**src/verilog/can_bit_timing_consts.vh**
```
// register map, field layout, reset values and flag masks of the bit-timing block
`ifndef CAN_BIT_TIMING_CONSTS_VH
`define CAN_BIT_TIMING_CONSTS_VH
// register indices of the module map
`define IDX_CONTROL 10'h000
`define IDX_STATUS 10'h001
`define IDX_PRESCALE 10'h002
`define IDX_SEGMENTS 10'h003
`define IDX_FLAGS 10'h004
`define IDX_ENABLES 10'h005
`define IDX_EVENTS 10'h006
// byte addresses on the register bus: one aligned word per register, four times the index
`define ADDR_CONTROL {`IDX_CONTROL, 2'h0}
`define ADDR_STATUS {`IDX_STATUS, 2'h0}
`define ADDR_PRESCALE {`IDX_PRESCALE, 2'h0}
`define ADDR_SEGMENTS {`IDX_SEGMENTS, 2'h0}
`define ADDR_FLAGS {`IDX_FLAGS, 2'h0}
`define ADDR_ENABLES {`IDX_ENABLES, 2'h0}
`define ADDR_EVENTS {`IDX_EVENTS, 2'h0}
// field positions
`define JUMP_HI 7
`define JUMP_LO 6
`define PRESCALER_HI 5
`define PRESCALER_LO 0
`define TRIPLE_BIT 7
`define TS2_HI 6
`define TS2_LO 4
`define TS1_HI 3
`define TS1_LO 0
`define CTL_INIT_REQ_BIT 0
`define FLG_WAKE_BIT 7
`define FLG_CSC_BIT 6
`define FLG_RST_HI 5
`define FLG_RST_LO 4
`define FLG_TST_HI 3
`define FLG_TST_LO 2
`define FLG_OVR_BIT 1
`define FLG_RXF_BIT 0
// reset values
`define RST_PRESCALE 8'h00
`define RST_SEGMENTS 8'h00
`define RST_FLAGS 8'h00
`define RST_ENABLES 8'h00
// only the init request bit of the control word is stored
`define RST_CONTROL 1'h1
// read-only status bits of the flag register, and the clearable ones
`define FLG_W1C_MASK 8'hC3
`define FLG_RO_MASK 8'h3C
`endif
```
**src/verilog/can_bit_sampler.v**
```verilog
// three-tap bus sampler with single or majority bit decision
`timescale 1ns/1ps
`default_nettype none
module can_bit_sampler
(
  // clock and reset
  input wire clk_sys,
  input wire rst,
  // control
  input wire tqTick,
  input wire atSample,
  input wire tripleSel,
  input wire busLevel,
  // result
  output reg bitValue
);
  reg tap1_q;
  reg tap2_q;
  wire majority;

  // taps move once per quantum so the three samples span the last quanta before the sample point
  always @(posedge clk_sys)
  begin
    if (rst)
    begin
      tap1_q <= 1'b1;
      tap2_q <= 1'b1;
    end
    else if (tqTick)
    begin
      tap1_q <= busLevel;
      tap2_q <= tap1_q;
    end
  end

  assign majority = (tap1_q & tap2_q) | (tap1_q & busLevel) | (tap2_q & busLevel);

  always @(posedge clk_sys)
  begin
    if (rst)
      bitValue <= 1'b1;
    else if (atSample)
      bitValue <= tripleSel ? majority : busLevel;
  end
endmodule // can_bit_sampler
`default_nettype wire

```
**src/verilog/can_bit_timing_config.v**
```verilog
// CAN bit-timing registers, receive flags and quantum/bit timing engine
//
// The APB slave port was left to the implementer.
`timescale 1ns/1ps
`default_nettype none
`include "can_bit_timing_consts.vh"
module can_bit_timing_config
(
  // clock and reset
  input wire clk_sys,
  input wire rst,
  // apb slave
  input wire psel,
  input wire penable,
  input wire pwrite,
  input wire [11:0] paddr,
  input wire [31:0] pwdata,
  output wire pready,
  output reg [31:0] prdata,
  output wire pslverr,
  // events from the protocol engine
  input wire wakeupEvent,
  input wire statusChangeEvent,
  input wire overrunEvent,
  input wire receiveFullEvent,
  input wire [1:0] receiverStateIn,
  input wire [1:0] transmitterStateIn,
  // can bus
  input wire canRx,
  // timing outputs and receive interrupt
  output reg tqTick,
  output reg samplePoint,
  output reg bitStart,
  output reg sampledBit,
  output reg receiveIrq
);
  // ----------------------------------------------------------------
  // register state
  // ----------------------------------------------------------------
  reg [7:0] prescale_q;
  reg [7:0] segments_q;
  reg [7:0] flags_q;
  reg [7:0] enables_q;
  reg initRequest_q;
  reg initAck_q;
  reg [3:0] causeLive_q;
  wire initActive;
  wire wrStrobe;
  wire addrHit;

  assign initActive = initRequest_q & initAck_q;
  assign pready = 1'b1;
  assign addrHit = (paddr[1:0] == 2'h0) && (paddr <= `ADDR_EVENTS);
  assign pslverr = psel & penable & ~addrHit;
  assign wrStrobe = psel & penable & pwrite;

  // ----------------------------------------------------------------
  // control and timing registers
  // ----------------------------------------------------------------
  // acknowledge follows the request one cycle later, giving the handshake
  always @(posedge clk_sys)
  begin
    if (rst)
    begin
      initRequest_q <= `RST_CONTROL;
      initAck_q <= 1'b0;
      prescale_q <= `RST_PRESCALE;
      segments_q <= `RST_SEGMENTS;
      enables_q <= `RST_ENABLES;
    end
    else
    begin
      initAck_q <= initRequest_q;
      if (wrStrobe && paddr == `ADDR_CONTROL)
        initRequest_q <= pwdata[`CTL_INIT_REQ_BIT];
      if (wrStrobe && paddr == `ADDR_PRESCALE && initActive)
        prescale_q <= pwdata[7:0];
      if (wrStrobe && paddr == `ADDR_SEGMENTS && initActive)
        segments_q <= pwdata[7:0];
      if (wrStrobe && paddr == `ADDR_ENABLES)
        enables_q <= pwdata[7:0];
    end
  end

  // ----------------------------------------------------------------
  // receive flags
  // ----------------------------------------------------------------
  // cause bits mirror the live event levels so a clear cannot drop a live condition
  wire [3:0] causeNow;
  wire [7:0] clearReq;
  wire flagWrite;
  reg [7:0] flags_d;
  assign causeNow = {wakeupEvent, statusChangeEvent, overrunEvent, receiveFullEvent};
  assign flagWrite = wrStrobe && paddr == `ADDR_FLAGS && !initActive;
  assign clearReq = flagWrite ? (pwdata[7:0] & `FLG_W1C_MASK) : 8'h00;

  always @*
  begin
    flags_d = flags_q;
    // a clear is refused while its cause still stands
    if (clearReq[`FLG_WAKE_BIT] && !causeLive_q[3])
      flags_d[`FLG_WAKE_BIT] = 1'b0;
    if (clearReq[`FLG_CSC_BIT] && !causeLive_q[2])
      flags_d[`FLG_CSC_BIT] = 1'b0;
    if (clearReq[`FLG_OVR_BIT] && !causeLive_q[1])
      flags_d[`FLG_OVR_BIT] = 1'b0;
    if (clearReq[`FLG_RXF_BIT] && !causeLive_q[0])
      flags_d[`FLG_RXF_BIT] = 1'b0;
    // set beats clear
    if (wakeupEvent)
      flags_d[`FLG_WAKE_BIT] = 1'b1;
    if (statusChangeEvent)
      flags_d[`FLG_CSC_BIT] = 1'b1;
    if (overrunEvent)
      flags_d[`FLG_OVR_BIT] = 1'b1;
    if (receiveFullEvent)
      flags_d[`FLG_RXF_BIT] = 1'b1;
    // status fields freeze while a status change is pending
    if (!flags_q[`FLG_CSC_BIT])
    begin
      flags_d[`FLG_RST_HI:`FLG_RST_LO] = receiverStateIn;
      flags_d[`FLG_TST_HI:`FLG_TST_LO] = transmitterStateIn;
    end
  end

  always @(posedge clk_sys)
  begin
    if (rst)
    begin
      flags_q <= `RST_FLAGS;
      causeLive_q <= 4'h0;
    end
    else if (initActive)
    begin
      // event flags held in reset, status fields unaffected
      flags_q <= flags_d & `FLG_RO_MASK;
      causeLive_q <= 4'h0;
    end
    else
    begin
      flags_q <= flags_d;
      causeLive_q <= causeNow;
    end
  end

  always @(posedge clk_sys)
  begin
    if (rst)
      receiveIrq <= 1'b0;
    else
      receiveIrq <= |(flags_q & enables_q & `FLG_W1C_MASK);
  end

  // ----------------------------------------------------------------
  // register read
  // ----------------------------------------------------------------
  always @(posedge clk_sys)
  begin
    if (rst)
      prdata <= 32'h00000000;
    else if (psel && !penable && !pwrite)
    begin
      case (paddr)
        `ADDR_CONTROL: prdata <= {31'h00000000, initRequest_q};
        `ADDR_STATUS: prdata <= {31'h00000000, initAck_q};
        `ADDR_PRESCALE: prdata <= {24'h000000, prescale_q};
        `ADDR_SEGMENTS: prdata <= {24'h000000, segments_q};
        `ADDR_FLAGS: prdata <= {24'h000000, flags_q};
        `ADDR_ENABLES: prdata <= {24'h000000, enables_q};
        default: prdata <= 32'h00000000;
      endcase
    end
  end

  // ----------------------------------------------------------------
  // quantum prescaler
  // ----------------------------------------------------------------
  wire [5:0] prescaleField;
  reg [5:0] preCount_q;
  assign prescaleField = prescale_q[`PRESCALER_HI:`PRESCALER_LO];

  // divide by field plus one: count down from field, tick at zero
  always @(posedge clk_sys)
  begin
    if (rst || initActive)
    begin
      preCount_q <= 6'h00;
      tqTick <= 1'b0;
    end
    else if (preCount_q == 6'h00)
    begin
      preCount_q <= prescaleField;
      tqTick <= 1'b1;
    end
    else
    begin
      preCount_q <= preCount_q - 6'h01;
      tqTick <= 1'b0;
    end
  end

  // ----------------------------------------------------------------
  // bus input synchroniser and edge detection
  // ----------------------------------------------------------------
  reg rxMeta_q;
  reg rxSync_q;
  reg rxPrev_q;
  always @(posedge clk_sys)
  begin
    if (rst)
    begin
      rxMeta_q <= 1'b1;
      rxSync_q <= 1'b1;
      rxPrev_q <= 1'b1;
    end
    else
    begin
      rxMeta_q <= canRx;
      rxSync_q <= rxMeta_q;
      if (tqTick)
        rxPrev_q <= rxSync_q;
    end
  end

  // only one resynchronisation per bit, on a recessive-to-dominant edge
  wire fallEdge;
  assign fallEdge = tqTick & rxPrev_q & ~rxSync_q;

  // ----------------------------------------------------------------
  // bit timing state machine
  // ----------------------------------------------------------------
  localparam [1:0] ST_SYNC = 2'b00;
  localparam [1:0] ST_SEG1 = 2'b01;
  localparam [1:0] ST_SEG2 = 2'b10;

  reg [1:0] state_q;
  reg [4:0] tqCount_q;
  reg [4:0] seg1Len_q;
  reg [3:0] seg2Len_q;
  reg edgeSeen_q;
  wire [4:0] seg1Base;
  wire [3:0] seg2Base;
  wire [2:0] jumpWidth;
  wire [4:0] lateErr;
  wire [3:0] earlyRoom;
  wire [2:0] lengthen;
  wire [3:0] shortenTo;

  assign seg1Base = {1'b0, segments_q[`TS1_HI:`TS1_LO]} + 5'h01;
  assign seg2Base = {1'b0, segments_q[`TS2_HI:`TS2_LO]} + 4'h1;
  assign jumpWidth = {1'b0, prescale_q[`JUMP_HI:`JUMP_LO]} + 3'h1;
  // phase error in seg1 is quanta already elapsed; clip to jump width
  assign lateErr = tqCount_q;
  assign lengthen = (lateErr > {2'b00, jumpWidth}) ? jumpWidth : lateErr[2:0];
  assign earlyRoom = seg2Len_q - tqCount_q[3:0];
  assign shortenTo = (earlyRoom > {1'b0, jumpWidth}) ?
                     (seg2Len_q - {1'b0, jumpWidth}) : tqCount_q[3:0];

  always @(posedge clk_sys)
  begin
    if (rst || initActive)
    begin
      state_q <= ST_SYNC;
      tqCount_q <= 5'h00;
      seg1Len_q <= 5'h01;
      seg2Len_q <= 4'h1;
      edgeSeen_q <= 1'b0;
      samplePoint <= 1'b0;
      bitStart <= 1'b0;
    end
    else
    begin
      samplePoint <= 1'b0;
      bitStart <= 1'b0;
      if (tqTick)
      begin
        case (state_q)
          ST_SYNC:
          begin
            // one synchronisation quantum opens each bit
            state_q <= ST_SEG1;
            tqCount_q <= 5'h00;
            seg1Len_q <= seg1Base;
            seg2Len_q <= seg2Base;
            edgeSeen_q <= fallEdge;
            bitStart <= 1'b1;
          end
          ST_SEG1:
          begin
            if (fallEdge && !edgeSeen_q)
            begin
              seg1Len_q <= seg1Len_q + {2'b00, lengthen};
              edgeSeen_q <= 1'b1;
            end
            if (tqCount_q + 5'h01 >= seg1Len_q)
            begin
              // sample point closes segment one
              state_q <= ST_SEG2;
              tqCount_q <= 5'h00;
              samplePoint <= 1'b1;
            end
            else
              tqCount_q <= tqCount_q + 5'h01;
          end
          ST_SEG2:
          begin
            if (fallEdge && !edgeSeen_q)
            begin
              // early edge: cut segment two short by up to the jump width
              seg2Len_q <= shortenTo;
              edgeSeen_q <= 1'b1;
            end
            if ({1'b0, tqCount_q[3:0]} + 5'h01 >= {1'b0, seg2Len_q})
            begin
              state_q <= ST_SYNC;
              tqCount_q <= 5'h00;
            end
            else
              tqCount_q <= tqCount_q + 5'h01;
          end
          default: state_q <= ST_SYNC;
        endcase
      end
    end
  end

  // ----------------------------------------------------------------
  // bit value
  // ----------------------------------------------------------------
  wire bitValue;
  can_bit_sampler can_bit_sampler_inst
  (
    .clk_sys(clk_sys),
    .rst(rst),
    .tqTick(tqTick),
    .atSample(samplePoint),
    .tripleSel(segments_q[`TRIPLE_BIT]),
    .busLevel(rxSync_q),
    .bitValue(bitValue)
  );

  always @(posedge clk_sys)
  begin
    if (rst)
      sampledBit <= 1'b1;
    else
      sampledBit <= bitValue;
  end
endmodule // can_bit_timing_config
`default_nettype wire

```
**config.mk**
```make
export PLATFORM = sky130hd
export DESIGN_NAME = can_bit_timing_config
export DESIGN_NICKNAME = d
export VERILOG_FILES = /design/src/verilog/can_bit_sampler.v /design/src/verilog/can_bit_timing_config.v
export VERILOG_INCLUDE_DIRS = /design/src /design/src/verilog
export SDC_FILE = /design/constraint.sdc
export NUM_CORES = 1
export LEC_CHECK = 0
export BUFFER_PORTS_ARGS = -buffer_cell sky130_fd_sc_hd__buf_2
export CORE_MARGIN = 4
export CORE_UTILIZATION = 50
export CTS_CLUSTER_SIZE = 28
export DETAILED_ROUTE_END_ITERATION = 7
export GPL_TIMING_DRIVEN = 0
export MAX_ROUTING_LAYER = met4
export PLACE_DENSITY = 0.74
export REMOVE_ABC_BUFFERS = 1
export SKIP_CTS_REPAIR_TIMING = 1
export SLEW_MARGIN = 25
export SYNTH_ARGS = -nofsm -noshare
export SYNTH_HDL_FRONTEND = slang
export SYNTH_SLANG_ARGS = --single-unit
```
**constraint.sdc**
```tcl
create_clock -name clk_sys -period 8.5 [get_ports clk_sys]
set_clock_uncertainty 0.2 [all_clocks]
set_input_delay 0.85 -clock clk_sys [delete_from_list [all_inputs] [get_ports clk_sys]]
set_output_delay 0.85 -clock clk_sys [all_outputs]
set_load 0.02 [all_outputs]
```
==> flow_metrics.env <==
export IMPL_cp_end_kind="register"
export IMPL_crit_start="lateErr[0]$_SDFFE_PP0P_"
export IMPL_fillers=821
export IMPL_crit_arrival_ns=3.32
export IMPL_synthFlopType="dfxtp_1"
export IMPL_dieArea_um2=10800
export IMPL_final_cells=654
export IMPL_finalCriticalPeriod_ns=3.25
export IMPL_fin_util_pct=56.6
export IMPL_cp_start_kind="register"
export IMPL_root_buffer="clkbuf_8"
export IMPL_final_common_cell="dfxtp_1"
export IMPL_finalPower_uw=932
export IMPL_layout_common_cells="dfxtp_1 (79), mux2i_1 (56), nor2_1 (53)"
export IMPL_dr_pass1_iters=4
export IMPL_finalSetupViolations=0
export IMPL_fin_crit_sh_pct=38.2
export IMPL_synth_enable_flop_cells=0
export IMPL_synth_top_area_share_pct=34.5
export IMPL_first_iter_violations=125
export IMPL_wl_um=9700
export IMPL_drive_gt1_share_pct=13.7
export IMPL_leakage_nw=2.10
export IMPL_grt_max_degree=43
export IMPL_h_tree_depth=3
export IMPL_path_max_fanout=8
export IMPL_critPathMaxStageDelay_ns=0.49
export IMPL_num_rows=34
export IMPL_synthCells=507
export IMPL_via_count=3611
export IMPL_relSlewSlack_pct=45.0
export IMPL_crit_chain="ha_1, inv_1, fa_1, xor2_1, ha_1, nor4b_1, a31oi_1, o211ai_2, mux2i_1, a211o_1, a21oi_1"
export IMPL_grt_setup_unrepaired="no"
export IMPL_critical_path_class="register to register"
export IMPL_outcome="complete, no violations"
export IMPL_die_h_um=104
export IMPL_hold_viol=0
export IMPL_synth_area_top_cells="dfxtp_1 (34%), mux2i_1 (12%), ha_1 (9.0%)"
export IMPL_hp_start="rxMeta_q$_SDFF_PP1_"
export IMPL_grt_pass1_wl_um=16400
export IMPL_maxCapViolCount=0
export IMPL_crit_required_ns=8.57
export IMPL_grt_antenna_before_repair=0
export IMPL_synth_largest_area_cell="dfxtp_1"
export IMPL_path_delay_family="compound AO/OA/AOI/OAI gates"
export IMPL_ys_ff_latch=79
export IMPL_powerDensity_nw_per_um2=187
export IMPL_cts_made_buffers=9
export IMPL_hpwlAfterDp_um=7400
export IMPL_nets=637
export IMPL_async_flop_share_pct=0
export IMPL_clock_sinks=79
export IMPL_place_gp_congestion=0.864
export IMPL_vias_per_cell=5.52
export IMPL_grtUsageTotal_pct=18.7
export IMPL_ys_warn_count=0
export IMPL_grt_pass1_vias=3478
export IMPL_vdd_drop_max_uv=87.0
export IMPL_start_util_pct=52.1
export IMPL_wl_per_cell_um=14.8
export IMPL_place_inst=641
export IMPL_yosysSeqAreaShare_pct=34.5
export IMPL_hp_class="register to register"
export IMPL_insertion_delay_ns=0.35
export IMPL_cp_num_buf_inv=1
export IMPL_tightest_slew_ns=0.819
export IMPL_io_pins=97
export IMPL_syn_area_um2=4590
export IMPL_syn_area_per_cell_um2=9.05
export IMPL_slew_violations=0
export IMPL_core_um2=8810
export IMPL_grt_overflow=0
export IMPL_setup_tns_ns=0
export IMPL_drtAntennaViolNets=0
export IMPL_synth_cell_type_count=53
export IMPL_reg2reg_from="lateErr[0]$_SDFFE_PP0P_"
export IMPL_crit_slowest_cell="dfxtp_1"
export IMPL_worst_hold_slack_ns=0.213
export IMPL_area_delta_synth_final_pct=8.62
export IMPL_cts_tree="built"
export IMPL_cts_root_to_sink_buffers=2
export IMPL_io_buffers=47
export IMPL_crit_path_frequent_cell="ha_1"
export IMPL_dieWidth_um=104
export IMPL_diodes=0
export IMPL_path_clk_slew_ns=0.08
export IMPL_clock_fmax_mhz=308
export IMPL_post_route_drc_count=0
## cell usage after synthesis (2+ instances only)
cell type / n
nand3b_1: 3
o21ai_0: 12
nor2b_1: 6
nor2_1: 53
o211ai_1: 6
nand2b_1: 7
or2_2: 3
o21a_1: 7
conb_1: 2
a22o_1: 7
xor2_1: 8
nor3_1: 4
a31oi_1: 10
a211o_1: 4
nand2_1: 31
buf_4: 25
xnor2_1: 7
o31ai_1: 3
ha_1: 33
and2_1: 5
dfxtp_1: 79
buf_2: 3
nand3_1: 7
a21o_1: 4
inv_1: 35
o22ai_1: 10
clkbuf_1: 16
and3_1: 3
a211oi_1: 9
a21oi_1: 20
fa_1: 2
a21boi_0: 3
nor4_4: 2
nand4b_1: 2
mux2i_1: 56
a22oi_1: 3
## metrics by stage
step	setup WS, ns	instance area (µm²)
2_1_floorplan	5.60	4410
3_3_place_gp	5.15	4780
3_5_place_dp	5.24	4780
4_1_cts	5.23	4980
5_1_grt	5.01	4980
6_report	5.25	4980
## layer usage
metal | up-vias | global-route usage [%] | wire length, µm
li1 | 1805 | - | -
met1 | 1733 | 23.8 | 4620
met2 | 63 | 30.7 | 4600
met3 | 10 | 3.54 | 344
met4 | 0 | 4.84 | 127
met5 | - | - | 0
## power breakdown
part	switching [mW]	internal (mW)
sequential	0.0273	0.394
clock	0.132	0.161
combinational	0.137	0.0811
## layout make-up
| class | count | area (µm²) | area share, % |
|---|---|---|---|
| tap | 108 | 135 | 2.71 |
| sequential | 79 | 1580 | 31.7 |
| clock buffer | 9 | 124 | 2.49 |
| inverter | 35 | 131 | 2.64 |
| timing repair buffer | 47 | 235 | 4.72 |
| multi-input combinational | 372 | 2700 | 54.2 |
| clock inverter | 4 | 73.8 | 1.48 |
## flip-flops by register name (all words and copies together), names as in the netlist, 2 cells and up
signal / cells
flags_q: 8
seg2Len_q: 4
segments_q: 8
state_q: 2
preCount_q: 6
causeLive_q: 4
prescale_q: 8
prdata: 8
seg1Len_q: 5
enables_q: 8
lateErr: 5
## cells by family (layout without fill, tap and decap cells)
group,count (synthesis),in the layout,synth area share (%)
AO/OA/AOI/OAI,106,106,16.4
XOR/XNOR,15,15,2.86
adder cells (fa/ha/maj),35,35,9.87
buffers and inverters,79,95,8.59
flip-flops,79,79,34.5
multiplexers,57,57,12.7
other,2,25,0.164
AND/OR/NAND/NOR,134,134,14.9
## final timing paths
check	slack (ns)	cells after the start	end
worst max-delay path	5.25	11	seg2Len_q[2]$_SDFFE_PP0P_
worst max register to register	5.25	11	seg2Len_q[2]$_SDFFE_PP0P_
worst min register to register	0.21	1	rxSync_q$_SDFF_PP1_
worst min-delay path	0.21	1	rxSync_q$_SDFF_PP1_
Note: power is estimated with default switching activity, not from simulation.
